**src/sysctl_regs.vh**
```
// register offsets, field positions and reset values for the memory, performance and bus error registers
`ifndef SYSCTL_REGS_VH
`define SYSCTL_REGS_VH

`define ADDR_W                 16
`define OFS_SDRAM_CTRL_PARAMS  16'h0040
`define OFS_PERF_CTRL          16'h0044
`define OFS_PERF_ZERO          16'h0048
`define OFS_PERF_ONE           16'h004c
`define OFS_BUS_ERROR_STATUS   16'h0050
`define OFS_BUS_ERROR_ADDR     16'h0054

`define MP_ALIAS_BIT           0
`define MP_PWRDN_BIT           1
`define MP_EXIT_SR_BIT         2
`define MP_CAPSEL_BIT          3
`define MP_COARSE_LSB          4
`define MP_FINE_LSB            8
`define MP_COARSE_PH_LSB       16
`define MP_FINE_PH_LSB         18
`define MP_RESET               12'h000

`define PC_SEL0_LSB            0
`define PC_SEL1_LSB            4
`define PC_PAUSE_BIT           8
`define PC_SEL0_RESET          4'h0
`define PC_SEL1_RESET          4'h3

`define BE_ERR_BIT             0
`define BE_OVF_BIT             1
`define BE_WDOG_BIT            2

`endif

```
**src/sysctl_mem_perf_regs.v**
```verilog
// memory parameter, performance counter and bus error registers of the system-control unit
`timescale 1ns/1ps
`include "sysctl_regs.vh"
module sysctl_mem_perf_regs #(
  parameter CNT_W = 32
) (
  // clock and cold reset
  input  wire                ref_clk,
  input  wire                srst,
  // register access port
  input  wire [`ADDR_W-1:0]  reg_addr,
  input  wire                reg_wr,
  input  wire                reg_rd,
  input  wire [31:0]         reg_wdata,
  output reg  [31:0]         reg_rdata,
  // sdram controller and delay line
  output wire                boot_alias_switch,
  output wire                power_down_request,
  output wire                exit_self_refresh_request,
  output wire                capture_clock_select,
  output wire [3:0]          coarse_delay_count,
  output wire [3:0]          fine_delay_count,
  input  wire [1:0]          coarse_phase_status,
  input  wire [1:0]          fine_phase_status,
  // cpu events, one bit per event code 0..7
  input  wire [7:0]          cpu_events,
  // system bus error sources
  input  wire                bus_error_resp,
  input  wire [31:0]         bus_error_addr,
  input  wire                watchdog_expired,
  input  wire                watchdog_error_enable,
  output wire                bus_error_irq_pending
);

  // control register state
  reg  [11:0]      mem_params_reg;
  reg  [11:0]      mem_params_next;
  reg  [3:0]       sel0_reg;
  reg  [3:0]       sel0_next;
  reg  [3:0]       sel1_reg;
  reg  [3:0]       sel1_next;
  reg              pause_reg;
  reg              pause_next;
  // bus error state
  reg              err_reg;
  reg              err_next;
  reg              ovf_reg;
  reg              ovf_next;
  reg              wdog_reg;
  reg              wdog_next;
  reg  [31:0]      err_addr_reg;
  reg  [31:0]      err_addr_next;
  // read path
  reg  [31:0]      rdata_next;
  // decoded accesses
  wire             wr_mem_params;
  wire             wr_perf_ctrl;
  wire             wr_err_status;
  wire             rd_perf_zero;
  wire             rd_perf_one;
  // counters
  wire [CNT_W-1:0] cnt0;
  wire [CNT_W-1:0] cnt1;
  wire             max0;
  wire             max1;
  wire             halve;
  // error sources
  wire             wdog_err;
  wire             any_err;
  wire             first_err;
  wire             clear_err;

  function hit;
    input [`ADDR_W-1:0] a;
    input [`ADDR_W-1:0] ofs;
    begin
      hit = (a == ofs);
    end
  endfunction

  // counters may be narrower than the bus word
  function [31:0] cnt_word;
    input [CNT_W-1:0] c;
    begin
      cnt_word            = 32'h0000_0000;
      cnt_word[CNT_W-1:0] = c;
    end
  endfunction

  // access decode
  assign wr_mem_params = reg_wr & hit(reg_addr, `OFS_SDRAM_CTRL_PARAMS);
  assign wr_perf_ctrl  = reg_wr & hit(reg_addr, `OFS_PERF_CTRL);
  assign wr_err_status = reg_wr & hit(reg_addr, `OFS_BUS_ERROR_STATUS);
  assign rd_perf_zero  = reg_rd & hit(reg_addr, `OFS_PERF_ZERO);
  assign rd_perf_one   = reg_rd & hit(reg_addr, `OFS_PERF_ONE);

  // controller and delay line inputs come straight from the register
  assign boot_alias_switch         = mem_params_reg[`MP_ALIAS_BIT];
  assign power_down_request        = mem_params_reg[`MP_PWRDN_BIT];
  assign exit_self_refresh_request = mem_params_reg[`MP_EXIT_SR_BIT];
  assign capture_clock_select      = mem_params_reg[`MP_CAPSEL_BIT];
  assign coarse_delay_count        = mem_params_reg[`MP_COARSE_LSB +: 4];
  assign fine_delay_count          = mem_params_reg[`MP_FINE_LSB +: 4];

  // control register next values
  always @*
  begin
    mem_params_next = mem_params_reg;
    sel0_next       = sel0_reg;
    sel1_next       = sel1_reg;
    pause_next      = pause_reg;
    if (wr_mem_params)
      mem_params_next = reg_wdata[11:0];
    if (wr_perf_ctrl)
    begin
      // reserved selects are kept and read back; they just count nothing
      sel0_next  = reg_wdata[`PC_SEL0_LSB +: 4];
      sel1_next  = reg_wdata[`PC_SEL1_LSB +: 4];
      pause_next = reg_wdata[`PC_PAUSE_BIT];
    end
  end

  always @(posedge ref_clk)
  begin
    if (srst)
      mem_params_reg <= `MP_RESET;
    else
      mem_params_reg <= mem_params_next;
  end

  always @(posedge ref_clk)
  begin
    if (srst)
    begin
      sel0_reg  <= `PC_SEL0_RESET;
      sel1_reg  <= `PC_SEL1_RESET;
      pause_reg <= 1'b0;
    end
    else
    begin
      sel0_reg  <= sel0_next;
      sel1_reg  <= sel1_next;
      pause_reg <= pause_next;
    end
  end

  // halving on a shared max keeps the ratio of the two counts meaningful
  assign halve = max0 | max1;

  perf_counter #(
    .WIDTH (CNT_W)
  ) u_cnt0 (
    .ref_clk    (ref_clk),
    .srst       (srst),
    .event_sel  (sel0_reg),
    .pause      (pause_reg),
    .events     (cpu_events),
    .read_clear (rd_perf_zero),
    .halve      (halve),
    .count_reg  (cnt0),
    .at_max     (max0)
  );

  perf_counter #(
    .WIDTH (CNT_W)
  ) u_cnt1 (
    .ref_clk    (ref_clk),
    .srst       (srst),
    .event_sel  (sel1_reg),
    .pause      (pause_reg),
    .events     (cpu_events),
    .read_clear (rd_perf_one),
    .halve      (halve),
    .count_reg  (cnt1),
    .at_max     (max1)
  );

  // bus error sources; watchdog expiry only counts when enabled
  assign wdog_err  = watchdog_expired & watchdog_error_enable;
  assign any_err   = bus_error_resp | wdog_err;
  assign clear_err = wr_err_status & reg_wdata[`BE_ERR_BIT];
  // an error while nothing is held, or in the clearing cycle, is a first error
  assign first_err = any_err & (~err_reg | clear_err);

  // status next values; set wins over a clear in the same cycle
  always @*
  begin
    err_next  = err_reg;
    ovf_next  = ovf_reg;
    wdog_next = wdog_reg;
    if (first_err)
    begin
      err_next  = 1'b1;
      ovf_next  = 1'b0;
      wdog_next = ~bus_error_resp;
    end
    else if (clear_err)
    begin
      err_next  = 1'b0;
      ovf_next  = 1'b0;
      wdog_next = 1'b0;
    end
    // later errors only mark overflow; the first one's details stay
    else if (any_err)
      ovf_next = 1'b1;
  end

  always @(posedge ref_clk)
  begin
    if (srst)
    begin
      err_reg  <= 1'b0;
      ovf_reg  <= 1'b0;
      wdog_reg <= 1'b0;
    end
    else
    begin
      err_reg  <= err_next;
      ovf_reg  <= ovf_next;
      wdog_reg <= wdog_next;
    end
  end

  // address of the first error only; later errors leave it alone
  always @*
  begin
    err_addr_next = err_addr_reg;
    if (first_err)
      err_addr_next = bus_error_addr;
  end

  always @(posedge ref_clk)
  begin
    if (srst)
      err_addr_reg <= 32'h0000_0000;
    else
      err_addr_reg <= err_addr_next;
  end

  assign bus_error_irq_pending = err_reg;

  // read data mux; anything not mapped reads as zero
  always @*
  begin
    rdata_next = 32'h0000_0000;
    case (reg_addr)
      `OFS_SDRAM_CTRL_PARAMS:
      begin
        rdata_next[11:0]                   = mem_params_reg;
        rdata_next[`MP_COARSE_PH_LSB +: 2] = coarse_phase_status;
        rdata_next[`MP_FINE_PH_LSB +: 2]   = fine_phase_status;
      end
      `OFS_PERF_CTRL:
      begin
        rdata_next[`PC_SEL0_LSB +: 4] = sel0_reg;
        rdata_next[`PC_SEL1_LSB +: 4] = sel1_reg;
        rdata_next[`PC_PAUSE_BIT]     = pause_reg;
      end
      `OFS_PERF_ZERO:
        rdata_next = cnt_word(cnt0);
      `OFS_PERF_ONE:
        rdata_next = cnt_word(cnt1);
      `OFS_BUS_ERROR_STATUS:
      begin
        rdata_next[`BE_ERR_BIT]  = err_reg;
        rdata_next[`BE_OVF_BIT]  = ovf_reg;
        rdata_next[`BE_WDOG_BIT] = wdog_reg;
      end
      `OFS_BUS_ERROR_ADDR:
        rdata_next = err_addr_reg;
      default:
        rdata_next = 32'h0000_0000;
    endcase
  end

  // read data holds between reads so the master may pick it up late
  always @(posedge ref_clk)
  begin
    if (srst)
      reg_rdata <= 32'h0000_0000;
    else if (reg_rd)
      reg_rdata <= rdata_next;
  end

endmodule // sysctl_mem_perf_regs

```
**src/perf_counter.v**
```verilog
// one WIDTH-bit performance counter (32 by default) with event select, read-clear and joint halving
`timescale 1ns/1ps
module perf_counter #(
  parameter WIDTH = 32
) (
  // clock and reset
  input  wire             ref_clk,
  input  wire             srst,
  // control
  input  wire [3:0]       event_sel,
  input  wire             pause,
  input  wire [7:0]       events,
  input  wire             read_clear,
  input  wire             halve,
  // state
  output reg  [WIDTH-1:0] count_reg,
  output wire             at_max
);

  reg  [WIDTH-1:0] count_next;
  wire             hit;

  // reserved selects count nothing
  assign hit    = event_sel[3] ? 1'b0 : events[event_sel[2:0]];
  assign at_max = &count_reg;

  always @*
  begin
    count_next = count_reg;
    if (halve)
      count_next = {1'b0, count_reg[WIDTH-1:1]};
    else if (!pause && hit)
      count_next = count_reg + {{(WIDTH-1){1'b0}}, 1'b1};
    // read wins: an event during the read is dropped with the old value
    if (read_clear)
      count_next = {WIDTH{1'b0}};
  end

  always @(posedge ref_clk)
  begin
    if (srst)
      count_reg <= {WIDTH{1'b0}};
    else
      count_reg <= count_next;
  end

endmodule // perf_counter

```
**config.mk**
```make
export PLATFORM = sky130hd
export DESIGN_NAME = sysctl_mem_perf_regs
export DESIGN_NICKNAME = d
export VERILOG_FILES = /design/src/sysctl_mem_perf_regs.v /design/src/perf_counter.v
export VERILOG_INCLUDE_DIRS = /design/src
export SDC_FILE = /design/constraint.sdc
export NUM_CORES = 1
export LEC_CHECK = 0
export BUFFER_PORTS_ARGS = -buffer_cell sky130_fd_sc_hd__buf_2
export CORE_MARGIN = 5
export CORE_UTILIZATION = 56
export DETAILED_ROUTE_END_ITERATION = 8
export PLACE_DENSITY_LB_ADDON = 0.05
export RECOVER_POWER = 100
export SLEW_MARGIN = 20
export SYNTH_ARGS = -nofsm -noshare
export SYNTH_HDL_FRONTEND = slang
export SYNTH_SLANG_ARGS = --single-unit
```
**constraint.sdc**
```tcl
create_clock -name ref_clk -period 3.02 [get_ports ref_clk]
set_input_delay 0.151 -clock ref_clk [delete_from_list [all_inputs] [get_ports ref_clk]]
set_output_delay 0.151 -clock ref_clk [all_outputs]
set_load 0.005 [all_outputs]
```
Word level (Yosys, flattened, before mapping)
Cells that the tools add are included.
Cells by class
  $lt $le $gt $ge: 2
  bitwise gates (word level): 13
  eq/ne operators: 6
  multiplexer cells: 19
  add/sub/neg operators: 2
  reductions and logical operators: 13
Operator list (count)
  two-way mux 31 bit: 4
  == test 16 x 7 -> 1 bit, second input constant: 6
  adder 32 x 1 -> 32 bit, second input constant: 2
  AND reduction 32 bit: 2
  case mux 12 bit (3 select lines): 1
  case mux 6 bit (5 select lines): 1
  case mux 3 bit (6 select lines): 1
  case mux 4 bit (4 select lines): 1
  case mux 3 bit (4 select lines): 1
  case mux 4 bit (3 select lines): 1
  OR reduction 3 bit: 3
  AND 1 bit: 8
  < comparator 3 x 4 -> 1 bit, second input constant: 2
  two-way mux 1 bit: 7
  binary-select mux 1 bit (select 3 bit): 2
  nonzero test 2 bit: 3
  OR reduction 2 bit: 2
  OR 1 bit: 3
  logical AND 1 bit: 2
  inverter 1 bit: 2
  zero test 1 bit: 1
Storage, ports and cells
  output and inout bits: 45
  flip-flop bits (word level): 152

Longest topological paths before layout
  depth in word-level cells: 6
  gate-level depth with buffers: 9
  mapped depth without buffers: 7

Cells and area by module
Synthesis repeated with hierarchy kept, for this count alone.
Second synthesis, totals
  cell total of the unflattened synthesis: 932
  area, all modules: 8171.6 sq um
By module, submodules not included
  sysctl_mem_perf_regs: sequential area each 1761.7 sq um, times used 1, cells each 480, area an instance 4372.9 sq um
  perf_counter: sequential area each 640.6 sq um, times used 2, cells each 226, area an instance 1899.3 sq um

Least setup slack after synthesis
OpenSTA, ideal clock, no wires.
  kind: reg2reg
  start: register u_cnt1.count_reg[0]
  end: register u_cnt1.count_reg[0]
  path slack: 0.417 ns
  path buffers: 2
  cell stages (with the launch flop): 10
  library setup time: 0.133 ns
  data required time: 2.887 ns
  arrival time: 2.470 ns
  cells stage by stage: dfxtp_1 ha_1 nand4_2 or4_1 or4_1 o22a_1 buf_2 clkbuf_1 o21ai_0 a21oi_1
On the way
  word-level cells in the longest chain between the ends: 3
RTL lines
  from (decl): line perf_counter.v:16  | output reg [WIDTH-1:0] count_reg,
  from (signal assigned): line perf_counter.v:42  | count_reg <= {WIDTH{1'b0}};
  from (signal assigned): line perf_counter.v:44  | count_reg <= count_next;
  adder 32 x 1 -> 32 bit / AND reduction 32 bit (equally long branches): line perf_counter.v:33, perf_counter.v:25
  two-way mux 31 bit / OR 1 bit (equally long branches): line perf_counter.v:32, sysctl_mem_perf_regs.v:148
  two-way mux 31 bit / nonzero test 2 bit (equally long branches)
Parallel ways exist; a longest one is shown, timed or not. The select of a mux whose other input is x is not followed.
A chain may end at the register's enable or synchronous reset.

Worst setup path in the final report
  start: register u_cnt1.count_reg[0]
  end: register u_cnt1.count_reg[6]
Same word-level chain as after synthesis.

==> qor.yml <==
status: "complete, but fails checks"
violations: "max-capacitance violations, max-slew violations"
power.share.sequential_pct: 46.2
die_w_um: 126
worst-setup-path-type: "reg -> reg"
worstMarginPinSlew_ps: 1700
fp-row-count: 42
synth_edf_count: 0
start_kind: "register"
finalNonFillerCells: 1251
grt_pass1_vias: 6862
vdd_drop_max_v: 0.000362
cts.clk_slew.worst_paths_ps: 60
ant_nets: 0
clock_latency_ps: 430
setup_slack_ps: 256
yosysMostFrequentCell: "dfxtp_1"
avgViaCountPerCell: 5.82
synth_top_area_cell: "dfxtp_1"
async_reset_ff_share_pct: 0
die_h_um: 126
reg2reg_to: "u_cnt1.count_reg[6]"
syn_area_per_cell_um2: 8.25
cts_tree: "yes"
num_antenna_cells: 0
ios: 144
ys.flop_type: "dfxtp_1"
cts_max_level: 4
wl_um: 22100
syn_area_mm2: 0.00756
p_switching_mw: 1.07
leakage_nw: 3.43
hold_start: "bus_error_resp"
clock_path_buffers: 2
drc: 0
grt.overflow.total: 0
comb_power_share_pct: 7.8
skew_ps: 7.18
io_buffer_count: 123
layout.nets: 1163
cts_setup_buffers: 0
fin_hold_ws_ps: 36.6
synth_common_cells: "152 x dfxtp_1, 89 x a21oi_1, 83 x nor2_1"
die_area_mm2: 0.0159
vias: 7279
crit_required_ps: 3310
intPower_mw: 3.44
grt_pass1_wl_um: 35500
syn_to_final_growth_pct: 23.3
p_sw_share_pct: 23.7
r2r_cells: 8
gp_congestion: 0.937
cts_buffers: 17
synth_warnings: 0
setup_violations: 0
hold_path.class: "in -> reg"
post_drt_wl_per_cell_um: 17.6
pre_cts_ws_ps: 312
initial_utilization_pct: 57.1
period_share_pct: 91.5
maxCapViolations: 1
fmax_mhz: 362
dr.pass1.iters: 5
end_kind: "register"
drt_iter0_markers: 584
slew_violations: 34
rrSetupSlack_ps: 260
ys_ff_latch: 152
syn-num-nets: 1017
whs_endpoint: "wdog_reg"
post-dp-hpwl_um: 15100
core_area_mm2: 0.0132
drive_gt1_share_pct: 15.8
synth_cells: 916
slew-limit-headroom_pct: -13.3
cts_root_buffer: "clkbuf_16"
numClockSinks: 152
grt_max_degree: 68
r2r_start: "u_cnt1.count_reg[0]"
antenna_found_initial: 0
seq_area_frac_synth_pct: 40.3
period_needed_ps: 2760
hold_viol: 0
rsz0062_at_grt: "false"
hold_path_depth: 3
netlist.area_leader.share_pct: 40.3
power_density_mw_per_mm2: 484
placed_cells: 1175
synth.area.top_cells: "dfxtp_1 40%, mux2i_1 8.6%, a21oi_1 5.9%, o21ai_0 5.1%, xnor2_1 5.1%"
final.setup.tns_ps: 0
critPathMaxFanout: 67
arrival_ps: 3060
track_usage_pct: 27.6
synth_cell_types: 53
clockPowerShare_pct: 46.0
==> power groups by stage <==
stage / Sequential (mW) / Clock [mW] / Combinational, mW
6_report: 2.08 / 2.07 / 0.352
5_1_grt: 2.08 / 2.19 / 0.387
4_1_cts: 2.08 / 2.09 / 0.346
3_5_place_dp: 2.12 / 0 / 0.301
3_3_place_gp: 2.12 / 0 / 0.298
2_1_floorplan: 2.12 / 0 / 0.188
==> metal layers <==
layer  GRT usage [%]  vias to the layer above  share of wire [%]
met2            44.1                      249                 47
met4            8.71                        0                2.0
li1                -                     3593                  -
met1            37.3                     3401                 45
met5               0                        -                  0
met3            6.22                       36                6.0
==> cell usage in the layout, fill, tap and decap left out, types with 5 or more instances in the layout <==
cell / n
a22oi_1: 23
buf_2: 99
nor3_1: 18
nand4_1: 27
inv_1: 15
clkbuf_16: 17
a22o_1: 16
or3_1: 5
nand2_1: 72
nor4_1: 20
a221oi_1: 7
and3_1: 13
nor2b_1: 7
nor2_1: 83
dlygate4sd3_1: 44
nand3_1: 26
dfxtp_1: 152
xnor2_1: 44
a211oi_1: 9
clkbuf_1: 29
o21ai_0: 95
xor2_1: 15
buf_4: 30
mux2i_1: 65
a21oi_1: 89
==> cells by family after synthesis <==
logic type | after synthesis | synth area share [%]
xor gates and xnor gates | 59 | 6.84
AOI/OAI and AO/OA | 255 | 19.8
adders and majority gates | 2 | 0.331
muxes | 68 | 9.05
and+or+nand+nor | 293 | 19.1
DFF | 152 | 40.3
buffers and inverters | 87 | 4.63
==> through the flow <==
stage	instance area (um2)	util, %	power (mW)
floorplan	7560	-	2.30
global placement	8360	63.1	2.42
detailed placement	8360	63.1	2.43
CTS	9370	70.7	4.52
global route	9320	70.4	4.67
finish	9320	70.4	4.51
==> layout make-up <==
type	instances	area, um2
well taps	176	220
repair buffers	199	1270
multi-input cells	677	4170
inverters	15	56.3
clock inverters	11	126
clock buffers	21	440
flip-flops and latches	152	3040
fillers	1117	3920
==> worst max-delay path, cell delays in order, from the launching register on <==
cell	delay, ps
dfxtp_1	330
ha_1	220
nand4_2	130
or4_1	610
or4_1	570
o22a_2	240
buf_6	230
o21ai_0	220
a21oi_1	60
==> worst max path at each step <==
stage / slack, ps / to / depth (start not counted) / startpoint
after floorplan: 420 / u_cnt1.count_reg[0] / 9 / u_cnt1.count_reg[0]
after global placement: 360 / u_cnt0.count_reg[2] / 8 / u_cnt1.count_reg[0]
after CTS: 310 / u_cnt0.count_reg[3] / 8 / u_cnt1.count_reg[0]
after global routing: 90 / u_cnt1.count_reg[16] / 8 / u_cnt1.count_reg[0]
final: 260 / u_cnt1.count_reg[6] / 8 / u_cnt1.count_reg[0]
after detailed placement: 310 / u_cnt0.count_reg[23] / 8 / u_cnt1.count_reg[0]
==> what timing repair did <==
item | 4_1_cts | 5_1_grt
resized for setup | 0 | 0
endpoints found under the hold margin | 53 | 0
hold buffers | 44 | 0
(Power assumes the default switching activity.)
